==> config.mk <==
export PLATFORM = sky130hd
export DESIGN_NAME = ghb_host_port
export DESIGN_NICKNAME = d
export VERILOG_FILES = /design/src/hw/ghb_pkg.sv /design/src/hw/ghb_ram_if.sv /design/src/hw/ghb_sync.sv /design/src/hw/ghb_reg_ram.sv /design/src/hw/ghb_host_port.sv
export SDC_FILE = /design/constraint.sdc
export NUM_CORES = 1
export LEC_CHECK = 0
export CORE_ASPECT_RATIO = 0.7
export CORE_UTILIZATION = 57
export CTS_CLUSTER_DIAMETER = 60
export DETAILED_ROUTE_END_ITERATION = 8
export DONT_BUFFER_PORTS = 1
export PLACE_DENSITY_LB_ADDON = 0.15
export REMOVE_ABC_BUFFERS = 1
export SLEW_MARGIN = 20
export SYNTH_ARGS = -nofsm -noshare
export SYNTH_HDL_FRONTEND = slang
export SYNTH_SLANG_ARGS = --single-unit
==> constraint.sdc <==
create_clock -name clock -period 2.1 [get_ports clock]
set_input_delay 0.42 -clock clock [delete_from_list [all_inputs] [get_ports clock]]
set_output_delay 0.42 -clock clock [all_outputs]
set_load 0.03 [all_outputs]
==> src/hw/ghb_pkg.sv <==
// constants, field positions, reset values and the state type of the generic host port
// assumes a single 125 MHz clock and an APB register slave
package ghb_pkg;

   // ************************************************************
   // widths of the host pins
   // ************************************************************
   localparam int ADDR_W      = 21;             // host address pins, 2M byte buffer space
   localparam int DATA_W      = 16;             // host data pins
   localparam int STRAP_W     = 16;             // memory data pins read as straps
   localparam int REG_SPAN    = 64;             // bytes decoded in the register region
   localparam int REG_IDX_W   = $clog2(REG_SPAN) - 1;   // halfword index
   localparam int BUF_SPAN_W  = 21;             // display buffer decode width, 2M bytes
   localparam int SYNC_W      = STRAP_W + 1 + 1 + 1 + 4 + ADDR_W + DATA_W;

   // ************************************************************
   // strap field positions and codes
   // ************************************************************
   localparam int STRAP_WIDTH_BIT   = 0;        // high selects the 8-bit host bus
   localparam int STRAP_TYPE_LSB    = 1;        // three bus type bits
   localparam int STRAP_ENDIAN_BIT  = 4;        // high selects little endian
   localparam int STRAP_WAITPOL_BIT = 5;        // high makes hold-off active high
   localparam logic [2:0] BUS_TYPE_GENERIC = 3'h3;
   localparam logic [1:0] STRAP_SETTLE     = 2'h2;   // edges after release before capture

   // ************************************************************
   // register offsets, fields and reset values
   // ************************************************************
   localparam logic [7:0] OFS_CTRL   = 8'h00;
   localparam logic [7:0] OFS_STRAP  = 8'h04;
   localparam logic [7:0] OFS_STATUS = 8'h08;
   localparam logic [7:0] OFS_COUNT  = 8'h0c;
   localparam int CTRL_PRIO_BIT   = 0;          // host wins over display fetch
   localparam int CTRL_EN_BIT     = 1;          // host port enabled
   localparam int STAT_BS_BIT     = 0;          // bus start pin seen low
   localparam int STAT_MODE_BIT   = 1;          // access while not in generic mode
   localparam int STAT_BUSY_BIT   = 2;          // host cycle in progress
   localparam int STRAPREG_GEN_BIT  = 16;       // generic mode active
   localparam int STRAPREG_DONE_BIT = 17;       // straps captured
   localparam logic [1:0] CTRL_RESET = 2'h2;
   localparam logic       HOLD_RESET = 1'b0;
   // idle levels of the synchronised pins: strobes, chip select and bus start high
   localparam logic [SYNC_W-1:0] SYNC_IDLE = {16'h0000, 1'h1, 1'h1, 1'h0, 4'hf,
                                              21'h000000, 16'h0000};

   typedef enum logic [2:0] {
      ST_IDLE = 3'b000,
      ST_ARB  = 3'b001,
      ST_REG  = 3'b010,
      ST_CAP  = 3'b011,
      ST_BUF  = 3'b100,
      ST_DONE = 3'b101
   } ghb_state_t;

endpackage : ghb_pkg

==> src/hw/ghb_ram_if.sv <==
// carrier between the host port and its register file
// assumes both ends run on the same clock
`timescale 1ns/1ps
interface ghb_ram_if #(parameter int AW = 5, parameter int DW = 16);
   logic          en;
   logic          we;
   logic [AW-1:0] addr;
   logic [DW-1:0] wdata;
   logic [1:0]    be;
   logic [DW-1:0] rdata;
   modport ctrl (output en, we, addr, wdata, be, input rdata);
   modport ram  (input en, we, addr, wdata, be, output rdata);
endinterface : ghb_ram_if

==> src/hw/ghb_sync.sv <==
// two-stage synchroniser for a vector of pins
// assumes each bit is a level that is stable for more than one clock
`timescale 1ns/1ps
module ghb_sync #(
   parameter int               WIDTH    = 1,
   parameter logic [WIDTH-1:0] IDLE_VAL = '0
) (
   input  wire logic             clock,
   input  wire logic             rst_n,
   input  wire logic [WIDTH-1:0] asyncIn,
   output logic      [WIDTH-1:0] syncOut
);
   logic [WIDTH-1:0] meta_r;

   if (WIDTH < 1) begin : g_bad_width
      $error("ghb_sync needs a width of at least one");
   end

   // ************************************************************
   // first stage feeds only the second
   // ************************************************************
   always_ff @(posedge clock or negedge rst_n) begin
      if (!rst_n) begin
         meta_r  <= IDLE_VAL;
         syncOut <= IDLE_VAL;
      end else begin
         meta_r  <= asyncIn;
         syncOut <= meta_r;
      end
   end
endmodule : ghb_sync

==> src/hw/ghb_reg_ram.sv <==
// register file of the host port, halfwords with byte enables
// assumes one access per enabled cycle; read data is registered
`timescale 1ns/1ps
module ghb_reg_ram #(
   parameter int AW = 5
) (
   input wire logic clock,
   ghb_ram_if.ram   port
);
   logic [15:0] mem [2**AW];

   if (AW < 1) begin : g_bad_aw
      $error("ghb_reg_ram needs at least one address bit");
   end

   // ************************************************************
   // byte-wise write, registered read
   // ************************************************************
   always_ff @(posedge clock) begin
      if (port.en && port.we && port.be[0]) begin
         mem[port.addr][7:0] <= port.wdata[7:0];
      end
      if (port.en && port.we && port.be[1]) begin
         mem[port.addr][15:8] <= port.wdata[15:8];
      end
      if (port.en) begin
         port.rdata <= mem[port.addr];
      end
   end
endmodule : ghb_reg_ram

==> src/hw/ghb_host_port.sv <==
// generic host bus port: strap capture, address decode, byte strobes, hold-off
// assumes asynchronous host pins, a same-clock display buffer port and an APB master
//
// Added by the designer: the APB slave port and the address map.
`timescale 1ns/1ps

module ghb_host_port
   import ghb_pkg::*;
#(
   parameter int APB_AW = 8
) (
   input  wire logic              clock,
   input  wire logic              rst_n,
   input  wire logic              psel,
   input  wire logic              penable,
   input  wire logic              pwrite,
   input  wire logic [APB_AW-1:0] paddr,
   input  wire logic [31:0]       pwdata,
   output logic      [31:0]       prdata,
   output logic                   pready,
   output logic                   pslverr,
   input  wire logic [STRAP_W-1:0] memDataIn,
   input  wire logic              hostCsN,
   input  wire logic              memRegSel,
   input  wire logic [ADDR_W-1:0] hostAddr,
   input  wire logic [DATA_W-1:0] hostDataIn,
   output logic      [DATA_W-1:0] hostDataOut,
   output logic                   hostDataOe,
   input  wire logic              lowByteReadN,
   input  wire logic              highByteReadN,
   input  wire logic              lowByteWriteN,
   input  wire logic              highByteWriteN,
   input  wire logic              busStartPin,
   output logic                   holdOff,
   input  wire logic              dispReq,
   output logic                   dispGnt,
   output logic                   bufReq,
   output logic                   bufWe,
   output logic [BUF_SPAN_W-1:0]  bufAddr,
   output logic [DATA_W-1:0]      bufWdata,
   output logic [1:0]             bufBe,
   input  wire logic              bufAck,
   input  wire logic [DATA_W-1:0] bufRdata
);

   if (APB_AW < 8) begin : g_bad_aw
      $error("ghb_host_port needs at least eight APB address bits");
   end

   // ************************************************************
   // helpers
   // ************************************************************
   // byte lanes touched by a cycle
   function automatic logic [1:0] laneMask(input logic w8, input logic a0,
                                           input logic lo, input logic hi);
      if (w8) begin
         laneMask = a0 ? 2'h2 : 2'h1;
      end else begin
         laneMask = {hi, lo};
      end
   endfunction : laneMask

   // host data into core order
   function automatic logic [15:0] toCore(input logic w8, input logic big,
                                          input logic [15:0] d);
      if (w8) begin
         toCore = {d[7:0], d[7:0]};
      end else if (big) begin
         toCore = {d[7:0], d[15:8]};
      end else begin
         toCore = d;
      end
   endfunction : toCore

   // core data into host order
   function automatic logic [15:0] toHost(input logic w8, input logic big,
                                          input logic a0, input logic [15:0] d);
      if (w8) begin
         toHost = {8'h00, (a0 ? d[15:8] : d[7:0])};
      end else if (big) begin
         toHost = {d[7:0], d[15:8]};
      end else begin
         toHost = d;
      end
   endfunction : toHost

   // ************************************************************
   // pin synchronisation
   // ************************************************************
   logic [SYNC_W-1:0]  syncPins;
   logic [STRAP_W-1:0] strapS;
   logic               bsS;
   logic               csS;
   logic               selS;
   logic               loRdS;
   logic               hiRdS;
   logic               loWrS;
   logic               hiWrS;
   logic [ADDR_W-1:0]  addrS;
   logic [DATA_W-1:0]  dataS;

   ghb_sync #(.WIDTH(SYNC_W), .IDLE_VAL(SYNC_IDLE)) u_sync (
      .clock   (clock),
      .rst_n   (rst_n),
      .asyncIn ({memDataIn, busStartPin, hostCsN, memRegSel, lowByteReadN,
                 highByteReadN, lowByteWriteN, highByteWriteN, hostAddr, hostDataIn}),
      .syncOut (syncPins)
   );

   assign {strapS, bsS, csS, selS, loRdS, hiRdS, loWrS, hiWrS, addrS, dataS} = syncPins;

   // ************************************************************
   // strap capture
   // ************************************************************
   logic [STRAP_W-1:0] strapVal_r;
   logic [1:0]         strapCnt_r;
   logic               strapDone_r;

   // straps caught once after release, then frozen until the next reset
   always_ff @(posedge clock or negedge rst_n) begin
      if (!rst_n) begin
         strapVal_r  <= '0;
         strapCnt_r  <= 2'h0;
         strapDone_r <= 1'b0;
      end else if (!strapDone_r) begin
         if (strapCnt_r == STRAP_SETTLE) begin
            strapVal_r  <= strapS;
            strapDone_r <= 1'b1;
         end else begin
            strapCnt_r <= strapCnt_r + 2'h1;
         end
      end
   end

   wire busWidth8   = strapVal_r[STRAP_WIDTH_BIT];
   wire genericMode = strapVal_r[STRAP_TYPE_LSB +: 3] == BUS_TYPE_GENERIC;
   wire bigEndian   = ~strapVal_r[STRAP_ENDIAN_BIT];
   wire waitHigh    = strapVal_r[STRAP_WAITPOL_BIT];

   // ************************************************************
   // host cycle decode
   // ************************************************************
   logic [1:0] ctrl_r;
   wire loAct     = ~loRdS | ~loWrS;
   wire hiAct     = ~hiRdS | ~hiWrS;
   wire isReadS   = ~loRdS | ~hiRdS;
   wire strobeAny = ~csS & (loAct | hiAct);
   wire hostGo    = strapDone_r & genericMode & ctrl_r[CTRL_EN_BIT] & strobeAny;
   wire hostPri   = ctrl_r[CTRL_PRIO_BIT];
   wire [1:0]  laneS  = laneMask(busWidth8, addrS[0], loAct, hiAct);
   wire [15:0] wdataS = toCore(busWidth8, bigEndian, dataS);

   // ************************************************************
   // cycle sequencer
   // ************************************************************
   ghb_state_t state_r;
   ghb_state_t stateNxt;
   logic       finish;
   logic       release_;

   // display fetch holds the buffer until it lets go or the host has priority
   always_comb begin
      stateNxt = state_r;
      finish   = 1'b0;
      release_ = 1'b0;
      case (state_r)
         ST_IDLE: begin
            if (hostGo) stateNxt = ST_ARB;
         end
         ST_ARB: begin
            if (!selS) begin
               stateNxt = ST_REG;
            end else if (!dispReq || hostPri) begin
               stateNxt = ST_BUF;
            end
         end
         ST_REG: begin
            stateNxt = ST_CAP;
         end
         ST_CAP: begin
            finish   = 1'b1;
            stateNxt = ST_DONE;
         end
         ST_BUF: begin
            if (bufAck) begin
               finish   = 1'b1;
               stateNxt = ST_DONE;
            end
         end
         ST_DONE: begin
            if (!strobeAny) begin
               release_ = 1'b1;
               stateNxt = ST_IDLE;
            end
         end
         default: stateNxt = ST_IDLE;
      endcase
   end

   ghb_ram_if #(.AW(REG_IDX_W), .DW(DATA_W)) ramIf ();   // carrier to the register file
   logic [ADDR_W-1:0] cycAddr_r;
   logic              cycRead_r;
   logic [1:0]        cycBe_r;
   logic [15:0]       cycWdata_r;
   logic              hostReady_r;
   wire               readyNxt = finish | (hostReady_r & ~release_);
   wire [15:0]        rawRd    = (state_r == ST_CAP) ? ramIf.rdata : bufRdata;
   wire               toBuf    = (state_r == ST_ARB) && (stateNxt == ST_BUF);

   // state, cycle latch and ready
   always_ff @(posedge clock or negedge rst_n) begin
      if (!rst_n) begin
         state_r     <= ST_IDLE;
         cycAddr_r   <= '0;
         cycRead_r   <= 1'b0;
         cycBe_r     <= 2'h0;
         cycWdata_r  <= 16'h0000;
         hostReady_r <= 1'b0;
      end else begin
         state_r     <= stateNxt;
         hostReady_r <= readyNxt;
         if (state_r == ST_ARB) begin
            cycAddr_r  <= addrS;
            cycRead_r  <= isReadS;
            cycBe_r    <= laneS;
            cycWdata_r <= wdataS;
         end
      end
   end

   // hold-off follows the strapped polarity
   always_ff @(posedge clock or negedge rst_n) begin
      if (!rst_n) begin
         holdOff <= HOLD_RESET;
      end else if (strapDone_r) begin
         holdOff <= waitHigh ? ~readyNxt : readyNxt;
      end
   end

   // read data driven from the finish until the strobes drop
   always_ff @(posedge clock or negedge rst_n) begin
      if (!rst_n) begin
         hostDataOut <= 16'h0000;
         hostDataOe  <= 1'b0;
      end else if (finish && cycRead_r) begin
         hostDataOut <= toHost(busWidth8, bigEndian, cycAddr_r[0], rawRd);
         hostDataOe  <= 1'b1;
      end else if (release_) begin
         hostDataOe  <= 1'b0;
      end
   end

   // ************************************************************
   // register file and display buffer port
   // ************************************************************

   assign ramIf.en    = state_r == ST_REG;
   assign ramIf.we    = ~cycRead_r;
   assign ramIf.addr  = cycAddr_r[REG_IDX_W:1];
   assign ramIf.be    = cycBe_r;
   assign ramIf.wdata = cycWdata_r;

   ghb_reg_ram #(.AW(REG_IDX_W)) u_regs (
      .clock (clock),
      .port  (ramIf)
   );

   // buffer request held until acknowledged
   always_ff @(posedge clock or negedge rst_n) begin
      if (!rst_n) begin
         bufReq   <= 1'b0;
         bufWe    <= 1'b0;
         bufAddr  <= '0;
         bufWdata <= 16'h0000;
         bufBe    <= 2'h0;
         dispGnt  <= 1'b0;
      end else begin
         bufReq  <= stateNxt == ST_BUF;
         dispGnt <= dispReq & (stateNxt != ST_BUF);
         if (toBuf) begin
            bufAddr  <= addrS[BUF_SPAN_W-1:0];
            bufWe    <= ~isReadS;
            bufWdata <= wdataS;
            bufBe    <= laneS;
         end
      end
   end

   // ************************************************************
   // APB registers
   // ************************************************************
   logic        bsErr_r;
   logic        modeErr_r;
   logic [15:0] accessCnt_r;
   wire [7:0] ofs     = paddr[7:0];
   wire hitCtrl       = ofs == OFS_CTRL;
   wire hitStrap      = ofs == OFS_STRAP;
   wire hitStatus     = ofs == OFS_STATUS;
   wire hitCount      = ofs == OFS_COUNT;
   wire mapped        = hitCtrl | hitStrap | hitStatus | hitCount;
   wire apbSetup      = psel & ~penable;
   wire apbWr         = psel & penable & pready & pwrite & mapped;
   wire bsSet         = strapDone_r & genericMode & ~bsS;
   wire modeSet       = strapDone_r & ~genericMode & strobeAny;
   wire [31:0] rdMux  = hitCtrl   ? {30'h0, ctrl_r} :
                        hitStrap  ? {14'h0, strapDone_r, genericMode, strapVal_r} :
                        hitStatus ? {29'h0, state_r != ST_IDLE, modeErr_r, bsErr_r} :
                        hitCount  ? {16'h0, accessCnt_r} : 32'h0;

   // one wait-free access phase; errors flagged on unmapped offsets
   always_ff @(posedge clock or negedge rst_n) begin
      if (!rst_n) begin
         prdata  <= 32'h0;
         pready  <= 1'b0;
         pslverr <= 1'b0;
      end else begin
         pready  <= apbSetup;
         pslverr <= apbSetup & ~mapped;
         if (apbSetup) prdata <= rdMux;
      end
   end

   // control, sticky flags with set over clear, access counter
   always_ff @(posedge clock or negedge rst_n) begin
      if (!rst_n) begin
         ctrl_r      <= CTRL_RESET;
         bsErr_r     <= 1'b0;
         modeErr_r   <= 1'b0;
         accessCnt_r <= 16'h0000;
      end else begin
         if (apbWr && hitCtrl) ctrl_r <= pwdata[1:0];
         bsErr_r   <= bsSet | (bsErr_r & ~(apbWr & hitStatus & pwdata[STAT_BS_BIT]));
         modeErr_r <= modeSet | (modeErr_r & ~(apbWr & hitStatus & pwdata[STAT_MODE_BIT]));
         if (finish) accessCnt_r <= accessCnt_r + 16'h0001;
      end
   end

   wire rawGo = ~hostCsN & ~(lowByteReadN & highByteReadN & lowByteWriteN & highByteWriteN);
endmodule : ghb_host_port

==> summary.txt <==
Global routing
  • Number of global-route vias before repair: 17200
  • Met2 Use GR: 39.1%
  • Most Used Layer, Global Route: met1
  • GR Util met1: 43.7%
  • Grt total ovfl: 0
  • Total track usage: 28.4%
  • Initial antenna violation count: 2
  • First-pass GRT wire length: 110000 µm
  • GR met3 Demand/Resource: 9.89%
  • Largest net degree at the start of global routing: 269

Yosys
  • Flops & latches, synth: 796
  • Synth Flop Type: edfxtp_1
  • Post-synth top area share: 52.9%
  • Synth area leader: edfxtp_1
  • Top cells by area, synth: edfxtp_1 (53%), dfrtp_1 (21%), mux2i_1 (9.9%), o22ai_1 (2.7%), nand2_1 (2.1%)
  • Cell Area, Synth: 29900 µm²
  • Synth cell types: 65
  • Async S/R FF share, synth: 33.7%
  • Synthesized netlist cell count: 1851
  • Post-synthesis sequential area ratio: 75.4%
  • EDFF count, synth: 528
  • Syn Area/Cell: 16.2 µm²
  • YS warnings: 0

Die
  • Die Y: 194 µm
  • Die ar.: 53500 µm²
  • Die outline width: 276 µm
  • Initial Util: 58.4%
  • IO Count: 217
  • Core ar.: 51300 µm²
  • Std-Cell Rows: 69

Power
  • Clock share of power: 28.2%
  • Power per cell area: 1310 nW/µm²
  • Fraction of power consumed by combinational cells: 24.7%
  • Internal Dissipation: 32500 µW
  • Worst VDD drop: 1.03 mV
  • Sw frac: 32.2%
  • Leak: 0.0138 µW
  • Flop pwr share: 47.1%
  • Net Switching: 15400 µW

Clock network
  • Worst skew pair latency: 0.63 ns
  • # H-tree levels: 3
  • Reg clk slew, reported paths: 0.06 ns
  • TritonCTS Buffers: 74
  • Hold-fix buffers, CTS: 64
  • Root Driver: clkbuf_16
  • CTS tree: done
  • Clock Path Buffers: 3
  • Clk sink count: 796

Worst setup path
  • CP startpoint kind: register
  • Worst path cell trace: buf_4 > buf_4 > buf_4 > mux2i_4 > o22ai_1 > nor4_1 > buf_4 > nand2_1
  • Slowest stage cell, crit path: dfrtp_4
  • CP peak stage delay: 0.42 ns
  • WP data required: 2.46 ns
  • Crit path DAT: 2.56 ns
  • CP endpoint kind: register
  • Cell repeated most along the worst path: buf_4
  • CP Class: reg2reg
  • Crit-path max FO: 5

STA
  • Fin. max-slew vios: 0
  • Final WS setup: -0.106 ns
  • Max frequency: 453 MHz
  • Fin crit period: 2.21 ns
  • Slew @ Worst Pin: 0.768 ns
  • Worst Skew: 0.0176 ns
  • RSZ-0062 raised after global routing: true
  • Hold slack: -0.517 ns
  • Final setup fails: 14
  • Slew headroom: 48.6%
  • Hold Fails Final Rpt: 268
  • Fin crit share: 105%

Route
  • Initial DRT Pass Iterations: 6
  • Via count: 17400
  • Via-to-Cell Ratio: 6.05
  • Initial drt markers: 1798
  • DRC violations left: 0
  • DR WL/cell: 26.1 µm
  • Drt total wl: 75200 µm
  • Final ANT Viol Nets: 0

Placed design
  • Port-buffer cells: 0
  • Place WS: -0.235 ns
  • Detail Placement HPWL: 49000 µm
  • Area post-placement: 32300 µm²
  • RePlAce Congestion: 0.923

Run status
  • Violated checks: hold timing, setup timing
  • Outcome: finished with violations

Layout
  • Register area: 22600 µm²
  • Area Overhead vs Synth: 22.0%
  • Multi-input gate area: 7520 µm²
  • Nets: 2270
  • Share of cells above drive strength 1: 24.9%
  • Final instance area: 36500 µm²
  • # diodes: 0
  • Fill count: 3260

Worst hold path
  • HP Class: in2async

Flow run
  • Max cap viols: 0
stage by stage:
step                hold WS [ns]  std cells  setup TNS [ns]  util, %  power (µW)
floorplan                  0.124       1751        -3840.54        -       26000
global placement           0.129       2666           -3.00     63.0       32600
detailed placement         0.128       2666           -9.71     63.0       32900
CTS                       -0.547       2872          -0.481     69.9       47100
global route              -0.551       2881           -1.55     71.3       49500
finish                    -0.517       2881          -0.633     71.3       48000
state kept, by name, indices dropped and copies added, names as in the netlist, 18 cells and up:
register        count
bufAddr            21
u_sync.meta_r      60
u_sync.syncOut     60
prdata             18
u_regs.mem        512
routing by layer:
layer / routed length, µm / part of all wire (%)
met1: 33300 / 44
met2: 32400 / 43
met3: 8260 / 11
met4: 1300 / 1.7
met5: 13 / 0.017
final timing paths:
path	start	endpoint	slack, ns	cells after the start
setup / recovery	cycAddr_r[2]	u_regs.port.rdata[1]	-0.11	8
hold / removal	rst_n	bufAddr[15]	-0.52	0
setup reg to reg	cycAddr_r[2]	u_regs.port.rdata[1]	-0.11	8
hold reg to reg	u_sync.meta_r[22]	u_sync.syncOut[22]	0.33	0
max in group asynchronous	rst_n	strapVal_r[13]	2.32	0
min in group clock	psel	pready	0.04	2
cells in the mapped netlist (all sizes together) (3+ instances only):
cell type    n
a221o       13
a22o        11
a22oi        4
and2        15
and3         4
and4         3
buf         72
clkbuf      41
dfrtp      255
dfstp       13
edfxtp     528
inv          8
mux2        30
mux2i      297
nand2      164
nand3       10
nand3b       5
nand4        9
nand4b       4
nand4bb      7
nor2        75
nor2b        8
nor3b        4
nor4        33
o21a         3
o21ai       52
o221ai       3
o22ai      128
or3b         5
or4b         4
xnor2       13
xor2         3
final cells by class:
type	count	area share, %
clock inverter	30	0.883
tap	674	2.31
multi-input combinational	947	20.6
clock buffer	108	5.92
inverter	8	0.0822
timing repair buffer	318	8.41
sequential	796	61.8
repair_timing:
item | in CTS | in global routing
gates cloned | 2 | 2
endpoints found under the hold margin | 333 | 268
setup buffers | 4 | 8
resized for setup | 60 | 122
pin swaps | 14 | 21
setup endpoints to repair | 256 | 241
layout by cell type (no fill, tap or decap), types with 5 or more instances in the layout:
master / Yosys / final
mux2i_4: 0 / 15
dfrtp_1: 255 / 240
nor2b_1: 8 / 8
clkinv_8: 0 / 5
o21ai_0: 51 / 51
nand3_1: 8 / 7
o22ai_1: 128 / 105
clkbuf_8: 0 / 9
nor2_1: 74 / 51
mux2i_2: 0 / 22
dlygate4sd3_1: 0 / 64
nand2_1: 164 / 163
buf_6: 2 / 30
xnor2_1: 13 / 13
inv_1: 8 / 8
nor4_2: 0 / 15
mux2i_1: 297 / 260
clkbuf_16: 0 / 80
nor4_1: 33 / 13
buf_4: 20 / 193
dfstp_2: 13 / 13
clkinv_2: 0 / 12
buf_8: 0 / 5
and2_1: 15 / 15
conb_1: 1 / 14
dfrtp_2: 0 / 14
mux2_2: 30 / 30
nand3b_1: 5 / 5
nor4_4: 0 / 5
o22ai_2: 0 / 19
nand4_1: 9 / 9
buf_12: 0 / 20
clkbuf_1: 37 / 19
nor2_2: 1 / 23
a221o_1: 13 / 13
nand4bb_1: 7 / 7
a22o_1: 11 / 11
edfxtp_1: 528 / 528
logic make-up (layout without fill, tap and decap cells):
family	count (synthesis)	in the layout	synth area share [%]
buffers and inverters	121	464	2.03
xor gates and xnor gates	16	16	0.468
adders and majority gates	2	2	0.0836
other	1	14	0.0125
and+or+nand+nor	363	363	6.07
AOI/OAI and AO/OA	225	225	4.88
muxes	327	327	11.1
DFF	796	796	75.4
power by group through the flow:
| stage | clock network (µW) | logic (µW) | registers (µW) |
|---|---|---|---|
| after CTS | 13700 | 10800 | 22600 |
| final | 13500 | 11800 | 22600 |
| after detailed placement | 0 | 9930 | 23000 |
| after global routing | 14300 | 12500 | 22800 |
| after floorplan | 0 | 3620 | 22400 |
| after global placement | 0 | 9760 | 22800 |
worst max-delay path, delay by kind of cell (launching register included):
family                 cells  cell delay, ns
buffers and inverters      4            0.75
muxes                      1            0.29
AOI/OAI and AO/OA          1            0.11
and+or+nand+nor            2            0.36
DFF                        1            0.42
Note: power is estimated with default switching activity, not from simulation.
